==> src/rtl/quad_reg_consts.svh <==
// Purpose: shared constants for the dual four-bit register block
// Assumes: included by bare name from the store, top and bench files; the package does not include it
// Notes: definitions only
`ifndef QUAD_REG_CONSTS_SVH
`define QUAD_REG_CONSTS_SVH

// bits held by one register group
`define QR_GROUP_BITS 4
// independent register groups in the block
`define QR_GROUP_COUNT 2
// value a group holds after a clear or a reset
`define QR_CLEARED_VALUE 4'h0
// flip-flops each pin passes before any logic reads it
`define QR_SYNC_STAGES 2
// system clock rate in hertz
`define QR_CLK_HZ 40000000

`endif

==> src/rtl/quad_reg_pkg.sv <==
// Purpose: types shared by the dual four-bit register block
// Assumes: nothing
// Notes: constants live in quad_reg_consts.svh
package quad_reg_pkg;

   // build option: drive the stored data or its complement
   typedef enum logic {
      POL_TRUE   = 1'b0,
      POL_INVERT = 1'b1
   } out_polarity_t;

endpackage

==> src/rtl/quad_group_store.sv <==
// Purpose: storage of one four-bit register group
// Assumes: load_en is a one-cycle pulse marking a rising group clock edge
// Notes: clear and data are already synchronised to ref_clk
`include "quad_reg_consts.svh"
`timescale 1ns/1ps
`default_nettype none

module quad_group_store #(
   parameter int BITS = `QR_GROUP_BITS
) (
   input wire logic ref_clk,
   input wire logic srst,
   input wire logic load_en,
   input wire logic sync_clear_n,
   input wire logic [BITS-1:0] data,
   output logic [BITS-1:0] stored_q
);

   // all bits load together, each from its own input; nothing moves between edges
   always_ff @(posedge ref_clk) begin
      if (srst) begin
         stored_q <= BITS'(`QR_CLEARED_VALUE);
      end else if (load_en) begin
         if (!sync_clear_n) begin
            stored_q <= BITS'(`QR_CLEARED_VALUE);
         end else begin
            stored_q <= data; // see R2
         end
      end
   end

endmodule // quad_group_store

`default_nettype wire

==> src/rtl/dual_quad_tristate_dff_register.sv <==
// Purpose: two independent four-bit edge-triggered registers with three-state outputs
// Assumes: group clocks and all controls are asynchronous pins sampled by ref_clk
// Notes: group clocks must stay well below half the ref_clk rate
//
// Behaviour
// two independent four-bit groups, own controls each
// rising group clock loads data when clear inactive
// low clear at rising edge zeroes group
// high output control floats group outputs
// build option picks true or inverted outputs
// contents hold between rising clock edges
// four bits load in parallel, no shifting
// disabled outputs still allow loading and clearing
`include "quad_reg_consts.svh"
`timescale 1ns/1ps
`default_nettype none

module dual_quad_tristate_dff_register
   import quad_reg_pkg::*;
#(
   parameter int BITS = `QR_GROUP_BITS,
   parameter out_polarity_t POLARITY = POL_TRUE
) (
   input wire logic ref_clk,
   input wire logic srst,
   input wire logic group_one_clock,
   input wire logic group_one_sync_clear_n,
   input wire logic group_one_output_disable_n,
   input wire logic [BITS-1:0] group_one_data,
   output logic [BITS-1:0] group_one_q,
   output logic [BITS-1:0] group_one_q_oe,
   input wire logic group_two_clock,
   input wire logic group_two_sync_clear_n,
   input wire logic group_two_output_disable_n,
   input wire logic [BITS-1:0] group_two_data,
   output logic [BITS-1:0] group_two_q,
   output logic [BITS-1:0] group_two_q_oe
);

   localparam int GROUPS = `QR_GROUP_COUNT;

   if (BITS < 1 || BITS > 64) begin : g_bad_width
      $error("BITS must lie between 1 and 64");
   end
   if (GROUPS != 2) begin : g_bad_groups
      $error("the port list serves exactly two groups");
   end

   // pins gathered per group so the same logic serves both
   logic [GROUPS-1:0] clk_pin;
   logic [GROUPS-1:0] clr_pin_n;
   logic [GROUPS-1:0] dis_pin;
   logic [BITS-1:0] data_pin [GROUPS];

   // synchroniser stages: stage one is read only by stage two
   logic [GROUPS-1:0] clk_s1_q;
   logic [GROUPS-1:0] clk_s2_q;
   logic [GROUPS-1:0] clk_prev_q;
   logic [GROUPS-1:0] clr_s1_q;
   logic [GROUPS-1:0] clr_s2_q;
   logic [GROUPS-1:0] dis_s1_q;
   logic [GROUPS-1:0] dis_s2_q;
   logic [BITS-1:0] data_s1_q [GROUPS];
   logic [BITS-1:0] data_s2_q [GROUPS];

   logic [GROUPS-1:0] edge_pulse;
   logic [BITS-1:0] stored [GROUPS];
   logic [BITS-1:0] drive_q [GROUPS];
   logic [BITS-1:0] oe_q [GROUPS];

   assign clk_pin = {group_two_clock, group_one_clock};
   assign clr_pin_n = {group_two_sync_clear_n, group_one_sync_clear_n};
   assign dis_pin = {group_two_output_disable_n, group_one_output_disable_n};
   assign data_pin[0] = group_one_data;
   assign data_pin[1] = group_two_data;

   for (genvar g = 0; g < GROUPS; g++) begin : g_group

      // clock pin: two stages, then one more flop for edge detection
      always_ff @(posedge ref_clk) begin
         if (srst) begin
            // all stages preset high: a clock held high across reset is not an edge,
            // and a pin that is low at release only falls, which never loads
            clk_s1_q[g] <= 1'b1;
            clk_s2_q[g] <= 1'b1;
            clk_prev_q[g] <= 1'b1;
         end else begin
            clk_s1_q[g] <= clk_pin[g];
            clk_s2_q[g] <= clk_s1_q[g];
            clk_prev_q[g] <= clk_s2_q[g];
         end
      end

      // clear and data share the clock's latency so set-up relations survive
      always_ff @(posedge ref_clk) begin
         if (srst) begin
            clr_s1_q[g] <= 1'b1;
            clr_s2_q[g] <= 1'b1;
            data_s1_q[g] <= '0;
            data_s2_q[g] <= '0;
         end else begin
            clr_s1_q[g] <= clr_pin_n[g];
            clr_s2_q[g] <= clr_s1_q[g];
            data_s1_q[g] <= data_pin[g];
            data_s2_q[g] <= data_s1_q[g];
         end
      end

      // output control; reset leaves the bus floating
      always_ff @(posedge ref_clk) begin
         if (srst) begin
            dis_s1_q[g] <= 1'b1;
            dis_s2_q[g] <= 1'b1;
         end else begin
            dis_s1_q[g] <= dis_pin[g];
            dis_s2_q[g] <= dis_s1_q[g];
         end
      end

      // only a low-to-high transition loads; a held clock does nothing
      assign edge_pulse[g] = clk_s2_q[g] & ~clk_prev_q[g]; // see R2

      // storage ignores output control entirely
      quad_group_store #(
         .BITS(BITS)
      ) u_store (
         .ref_clk(ref_clk),
         .srst(srst),
         .load_en(edge_pulse[g]), // see R1
         .sync_clear_n(clr_s2_q[g]),
         .data(data_s2_q[g]),
         .stored_q(stored[g])
      );

      // output stage registered so every top output leaves a flip-flop
      always_ff @(posedge ref_clk) begin
         if (srst) begin
            drive_q[g] <= (POLARITY == POL_INVERT) ? ~BITS'(`QR_CLEARED_VALUE)
                                                   : BITS'(`QR_CLEARED_VALUE);
         end else if (POLARITY == POL_INVERT) begin
            drive_q[g] <= ~stored[g];
         end else begin
            drive_q[g] <= stored[g];
         end
      end

      always_ff @(posedge ref_clk) begin
         if (srst) begin
            oe_q[g] <= '0;
         end else begin
            oe_q[g] <= {BITS{~dis_s2_q[g]}};
         end
      end

   end

   // flip-flop outputs to the ports
   always_comb begin
      group_one_q = drive_q[0];
      group_one_q_oe = oe_q[0];
      group_two_q = drive_q[1];
      group_two_q_oe = oe_q[1];
   end
endmodule // dual_quad_tristate_dff_register

`default_nettype wire

==> config.mk <==
export PLATFORM = sky130hd
export DESIGN_NAME = dual_quad_tristate_dff_register
export DESIGN_NICKNAME = d
export VERILOG_FILES = /design/src/rtl/quad_reg_pkg.sv /design/src/rtl/quad_group_store.sv /design/src/rtl/dual_quad_tristate_dff_register.sv
export VERILOG_INCLUDE_DIRS = /design/src /design/src/rtl
export SDC_FILE = /design/constraint.sdc
export NUM_CORES = 1
export LEC_CHECK = 0
export BUFFER_PORTS_ARGS = -buffer_cell sky130_fd_sc_hd__buf_2
export CELL_PAD_IN_SITES_DETAIL_PLACEMENT = 1
export CELL_PAD_IN_SITES_GLOBAL_PLACEMENT = 1
export CORE_MARGIN = 4
export CORE_UTILIZATION = 40
export CTS_CLUSTER_DIAMETER = 50
export CTS_CLUSTER_SIZE = 20
export DETAILED_ROUTE_END_ITERATION = 10
export HOLD_SLACK_MARGIN = 0.08
export PLACE_DENSITY = 0.85
export SKIP_LAST_GASP = 1
export SLEW_MARGIN = 20
export SYNTH_ARGS = -nofsm -noshare
export SYNTH_HDL_FRONTEND = slang
export SYNTH_SLANG_ARGS = --single-unit
export TNS_END_PERCENT = 10
==> constraint.sdc <==
create_clock -name ref_clk -period 1.1 [get_ports ref_clk]
set_input_delay 0.275 -clock ref_clk [delete_from_list [all_inputs] [get_ports ref_clk]]
set_output_delay 0.275 -clock ref_clk [all_outputs]
set_load 0.02 [all_outputs]
## Word level (Yosys, flattened, before mapping)

Memory sizes are Yosys's and may differ from the RTL's.
Cells that the tools add are included.

| word-level totals | value |
|---|---|
| memories kept | 4 |
| logic and storage cells | 47 |
| input port bits | 16 |
| register bits | 22 |
| memory bits (writable) | 32 |

Memory list:

| memory | depth | bits a word | read ports | clocked after Yosys merged registers in | wr ports | RTL line | source |
|---|---|---|---|---|---|---|---|
| data_s1_q | 2 | 4 | 2 | 0 | 2 | dual_quad_tristate_dff_register.sv:63 | `logic [BITS-1:0] data_s1_q [GROUPS];` |
| data_s2_q | 2 | 4 | 2 | 0 | 2 | dual_quad_tristate_dff_register.sv:64 | `logic [BITS-1:0] data_s2_q [GROUPS];` |
| drive_q | 2 | 4 | 2 | 0 | 2 | dual_quad_tristate_dff_register.sv:68 | `logic [BITS-1:0] drive_q [GROUPS];` |
| oe_q | 2 | 4 | 2 | 0 | 2 | dual_quad_tristate_dff_register.sv:69 | `logic [BITS-1:0] oe_q [GROUPS];` |

| cells by class | value |
|---|---|
| multiplexer cells | 13 |
| bitwise operators | 14 |

Operators with widths:

| cell | count |
|---|---|
| $mux 4 | 10 |
| $or 1x1->1 | 8 |
| $not 1->1 | 4 |
| $mux 1 | 3 |
| $and 1x1->1 | 2 |

## Logic depth before layout (Yosys ltp)

| depth | value |
|---|---|
| depth in word-level cells | 3 |
| gate-level depth with buffers | 3 |

## Hierarchy

A second synthesis with hierarchy kept.

| unflattened totals | value |
|---|---|
| cell total of the unflattened synthesis | 124 |
| area, all modules | 1426.4 um^2 |

By module, submodules not included:

| module | area each (um^2) | seq. area each (um^2) | instances | cells each |
|---|---|---|---|---|
| dual_quad_tristate_dff_register | 1136.1 | 800.8 | 1 | 92 |
| quad_group_store | 145.1 | 80.1 | 2 | 16 |

## Least setup slack after synthesis

Ideal clock, no wire load.

| timing path | value |
|---|---|
| kind | reg-to-output |
| start point | memory oe_q[0][2] (netlist bit) |
| end point | output port group_one_q_oe[1] |
| cell stages (with the launch flop) | 2 |
| path slack | 0.185 ns |
| data arrival time | 0.640 ns |
| data required time | 0.825 ns |
| cell sequence | dfxtp_1 buf_4 |

RTL lines:

| element | RTL line | source |
|---|---|---|
| from (decl) | dual_quad_tristate_dff_register.sv:69 |  |
| to (decl) | dual_quad_tristate_dff_register.sv:31 | `output logic [BITS-1:0] group_one_q_oe,` |

==> impl_metrics.yaml <==
outcome:
  status: "finished, violations left"
  violations: "negative setup slack"
logic_synthesis:
  synthXorXnorAreaFrac_pct: 0
  synth_adder_area_share_pct: 0
  synth-simple-area-share_pct: 24.04
  ys_ff_latch: 48
  synth.avg_cell_area_um2: 11.23
  synth.distinct_cells: 13
  netlist_area_um2: 1426
  synth_compound_area_share_pct: 2.807
  yosys_warnings: 0
  ys_seq_area_share_pct: 67.37
  synthMuxAreaShare_pct: 0
  syn_nets: 143
  synth_top_family_by_area: "simple AND/OR/NAND/NOR gates"
  syn_inst: 127
die:
  dieArea_um2: 4585
  dieWidth_um: 67.72
  fp.coreArea_um2: 3390
  ios: 32
  start_util_pct: 42.08
  rows: 21
  die_y_um: 67.72
power_and_ir_drop:
  cellLeakagePower_nw: 0.7238
  p_per_area_nw_per_um2: 1601
  p_total_mw: 2.762
  ir_drop_uv: 678.6
cells_and_area:
  final_common_cell: "dfxtp_1"
  area_growth_syn_to_layout_pct: 20.96
  diodes: 0
  drive_above_1_share_pct: 28.83
  layout_common_cells: "dfxtp_1 (46), nor2b_1 (24), buf_2 (23)"
  regArea_um2: 965.9
  nets: 178
  multi_input_area_um2: 382.9
  fillers: 370
global_route:
  grtUsageMet2_pct: 21.63
  grt-ovfl-total: 0
  top_usage_layer: "met2"
  grt_pass1_vias: 940
  antenna_found_initial: 0
  use_met1_pct: 11.29
  met3_usage_pct: 4.493
  grt_usage_pct: 12.11
  grt_max_degree: 22
  grt_pass1_wl_um: 3926
sta:
  max_slew.worst_pin.slew_ps: 306.9
  timing.final.ws_setup_ps: -39.20
  drv_slew: 0
  setup_viol_count_final: 11
  fin_crit_sh_pct: 103.6
  relSlewSlack_pct: 79.54
  fin_skew_ps: 3.619
  post-route-min-period_ps: 1139
  tns_ps: -265.0
  max_freq_mhz: 877.8
  hold_viol: 0
  rsz0062_at_grt: "yes"
  hold_ws_ps: 97.78
route:
  viasPerCell: 4.368
  drt-pass1-iter-count: 4
  drt_iter0_drc: 18
  drc: 0
  vias: 913
  ant_nets: 0
  routedWlPerCell_um: 11.17
  wl_um: 2334
cts:
  cts_buffer_depth: 2
  cts_tree: "built"
  clock_latency_ps: 350
  cts-root-buf: "clkbuf_4"
  cts_made_buffers: 5
  htreeDepth: 2
  numClockSinks: 48
  clk_pin_slew_ps: 120
worst_setup_path:
  cp.required_ps: 820
  cp_top_family: "flip-flops"
  rr_worst_depth: 3
  path_buf_inv: 1
  max_stage_delay_ps: 400
  cp-start-kind: "flop"
  reg2reg_from: "clk_prev_q[0]$_SDFF_PP1_"
  critical_path.slowest_cell: "dfxtp_4"
  crit_path_start: "oe_q[0][2]$_SDFF_PP0_"
  rr_endpoint: "g_group[0].u_store.stored_q[3]$_SDFFE_PP0P_"
  arrival_ps: 860
  crit_chain: "buf_6"
  r2r_setup_slack_ps: 190
  path_depth: 1
  critical_path_class: "reg2out"
  crit_path_end_kind: "output pin"
  crit_path_end: "group_one_q_oe[0]"
  worstPathMaxFanout: 4
place:
  hpwl_um: 1704
  gp_congestion: 0.7052
  io_buffer_count: 31
hold_path:
  min_path_type: "in2reg"
flow_run:
  drv_cap: 0
-- registers in the layout, indices dropped and copies added (netlist names), 8 cells and up --
| register | cells |
|---|---|
| g_group.u_store.stored_q | 8 |
| drive_q | 8 |
| data_s1_q | 8 |
| data_s2_q | 8 |
-- cell usage after synthesis --
cell type  instances  area, µm²
dfxtp_1           48      960.9
a21oi_1            8      40.04
nand3_1            8      40.04
or2_2              4      25.02
buf_6              2      22.52
nor2_1             2      7.510
nand2b_1           2      12.51
buf_4              6      45.04
nor2b_1           24      150.1
nand2_1            8      30.03
buf_2              3      15.01
or2_1             10      62.56
and2b_1            2      15.01
-- timing repair --
action,in CTS,in global routing
gates resized for setup,10,5
hold buffers,3,1
setup endpoints to repair,16,16
buffers inserted,0,0
hold endpoints to repair,3,1
-- worst min path at each step --
| stage | start | endpoint | slack [ps] | depth (start not counted) |
|---|---|---|---|---|
| CTS | group_two_clock | clk_s1_q[1]$_SDFF_PP1_ | 90 | 2 |
| detailed placement | clk_s1_q[0]$_SDFF_PP1_ | clk_s2_q[0]$_SDFF_PP1_ | 390 | 1 |
| global placement | dis_s2_q[0]$_SDFF_PP1_ | oe_q[0][2]$_SDFF_PP0_ | 370 | 1 |
| global route | group_two_clock | clk_s1_q[1]$_SDFF_PP1_ | 90 | 2 |
| floorplan | dis_s2_q[0]$_SDFF_PP1_ | oe_q[0][2]$_SDFF_PP0_ | 370 | 1 |
| finish | group_two_clock | clk_s1_q[1]$_SDFF_PP1_ | 100 | 2 |
-- metrics by stage --
step / cell area [µm²] / cells / setup WS, ps / utilization [%]
floorplan: 1426 / 127 / 185.3 / -
global placement: 1587 / 197 / 120.9 / 46.81
detailed placement: 1587 / 197 / 74.81 / 46.81
CTS: 1698 / 208 / -53.74 / 50.09
global route: 1725 / 209 / -91.89 / 50.90
finish: 1725 / 209 / -39.20 / 50.90
-- per-layer routing --
| layer | share of wire, % | wire [µm] |
|---|---|---|
| met1 | 39 | 910 |
| met4 | 3.0 | 69 |
| met2 | 52 | 1206 |
| met3 | 6.3 | 147 |
| met5 | 0 | 0 |
-- worst register-to-register path: stages (launching register included) --
cell     delay, ps
dfxtp_1        320
and2b_1        250
nand3_1        100
a21oi_1        170
-- power breakdown --
group / internal [mW] / switching, mW
clock network: 0.316 / 0.497
logic: 0.0782 / 0.0616
registers: 1.79 / 0.0190
-- kinds of logic (layout without fill, tap and decap cells) --
group                  after synthesis  count (layout)
and+or+nand+nor                     60              60
DFF                                 48              48
buffers and inverters               11              47
AOI/OAI and AO/OA                    8               8
-- final cells by class --
class / instances / area share, %
clock buffer: 8 / 3.408
multi-input combinational: 68 / 22.19
sequential: 48 / 55.98
tap: 46 / 3.336
timing repair buffer: 39 / 15.08
Note: power is estimated with default switching activity, not from simulation.
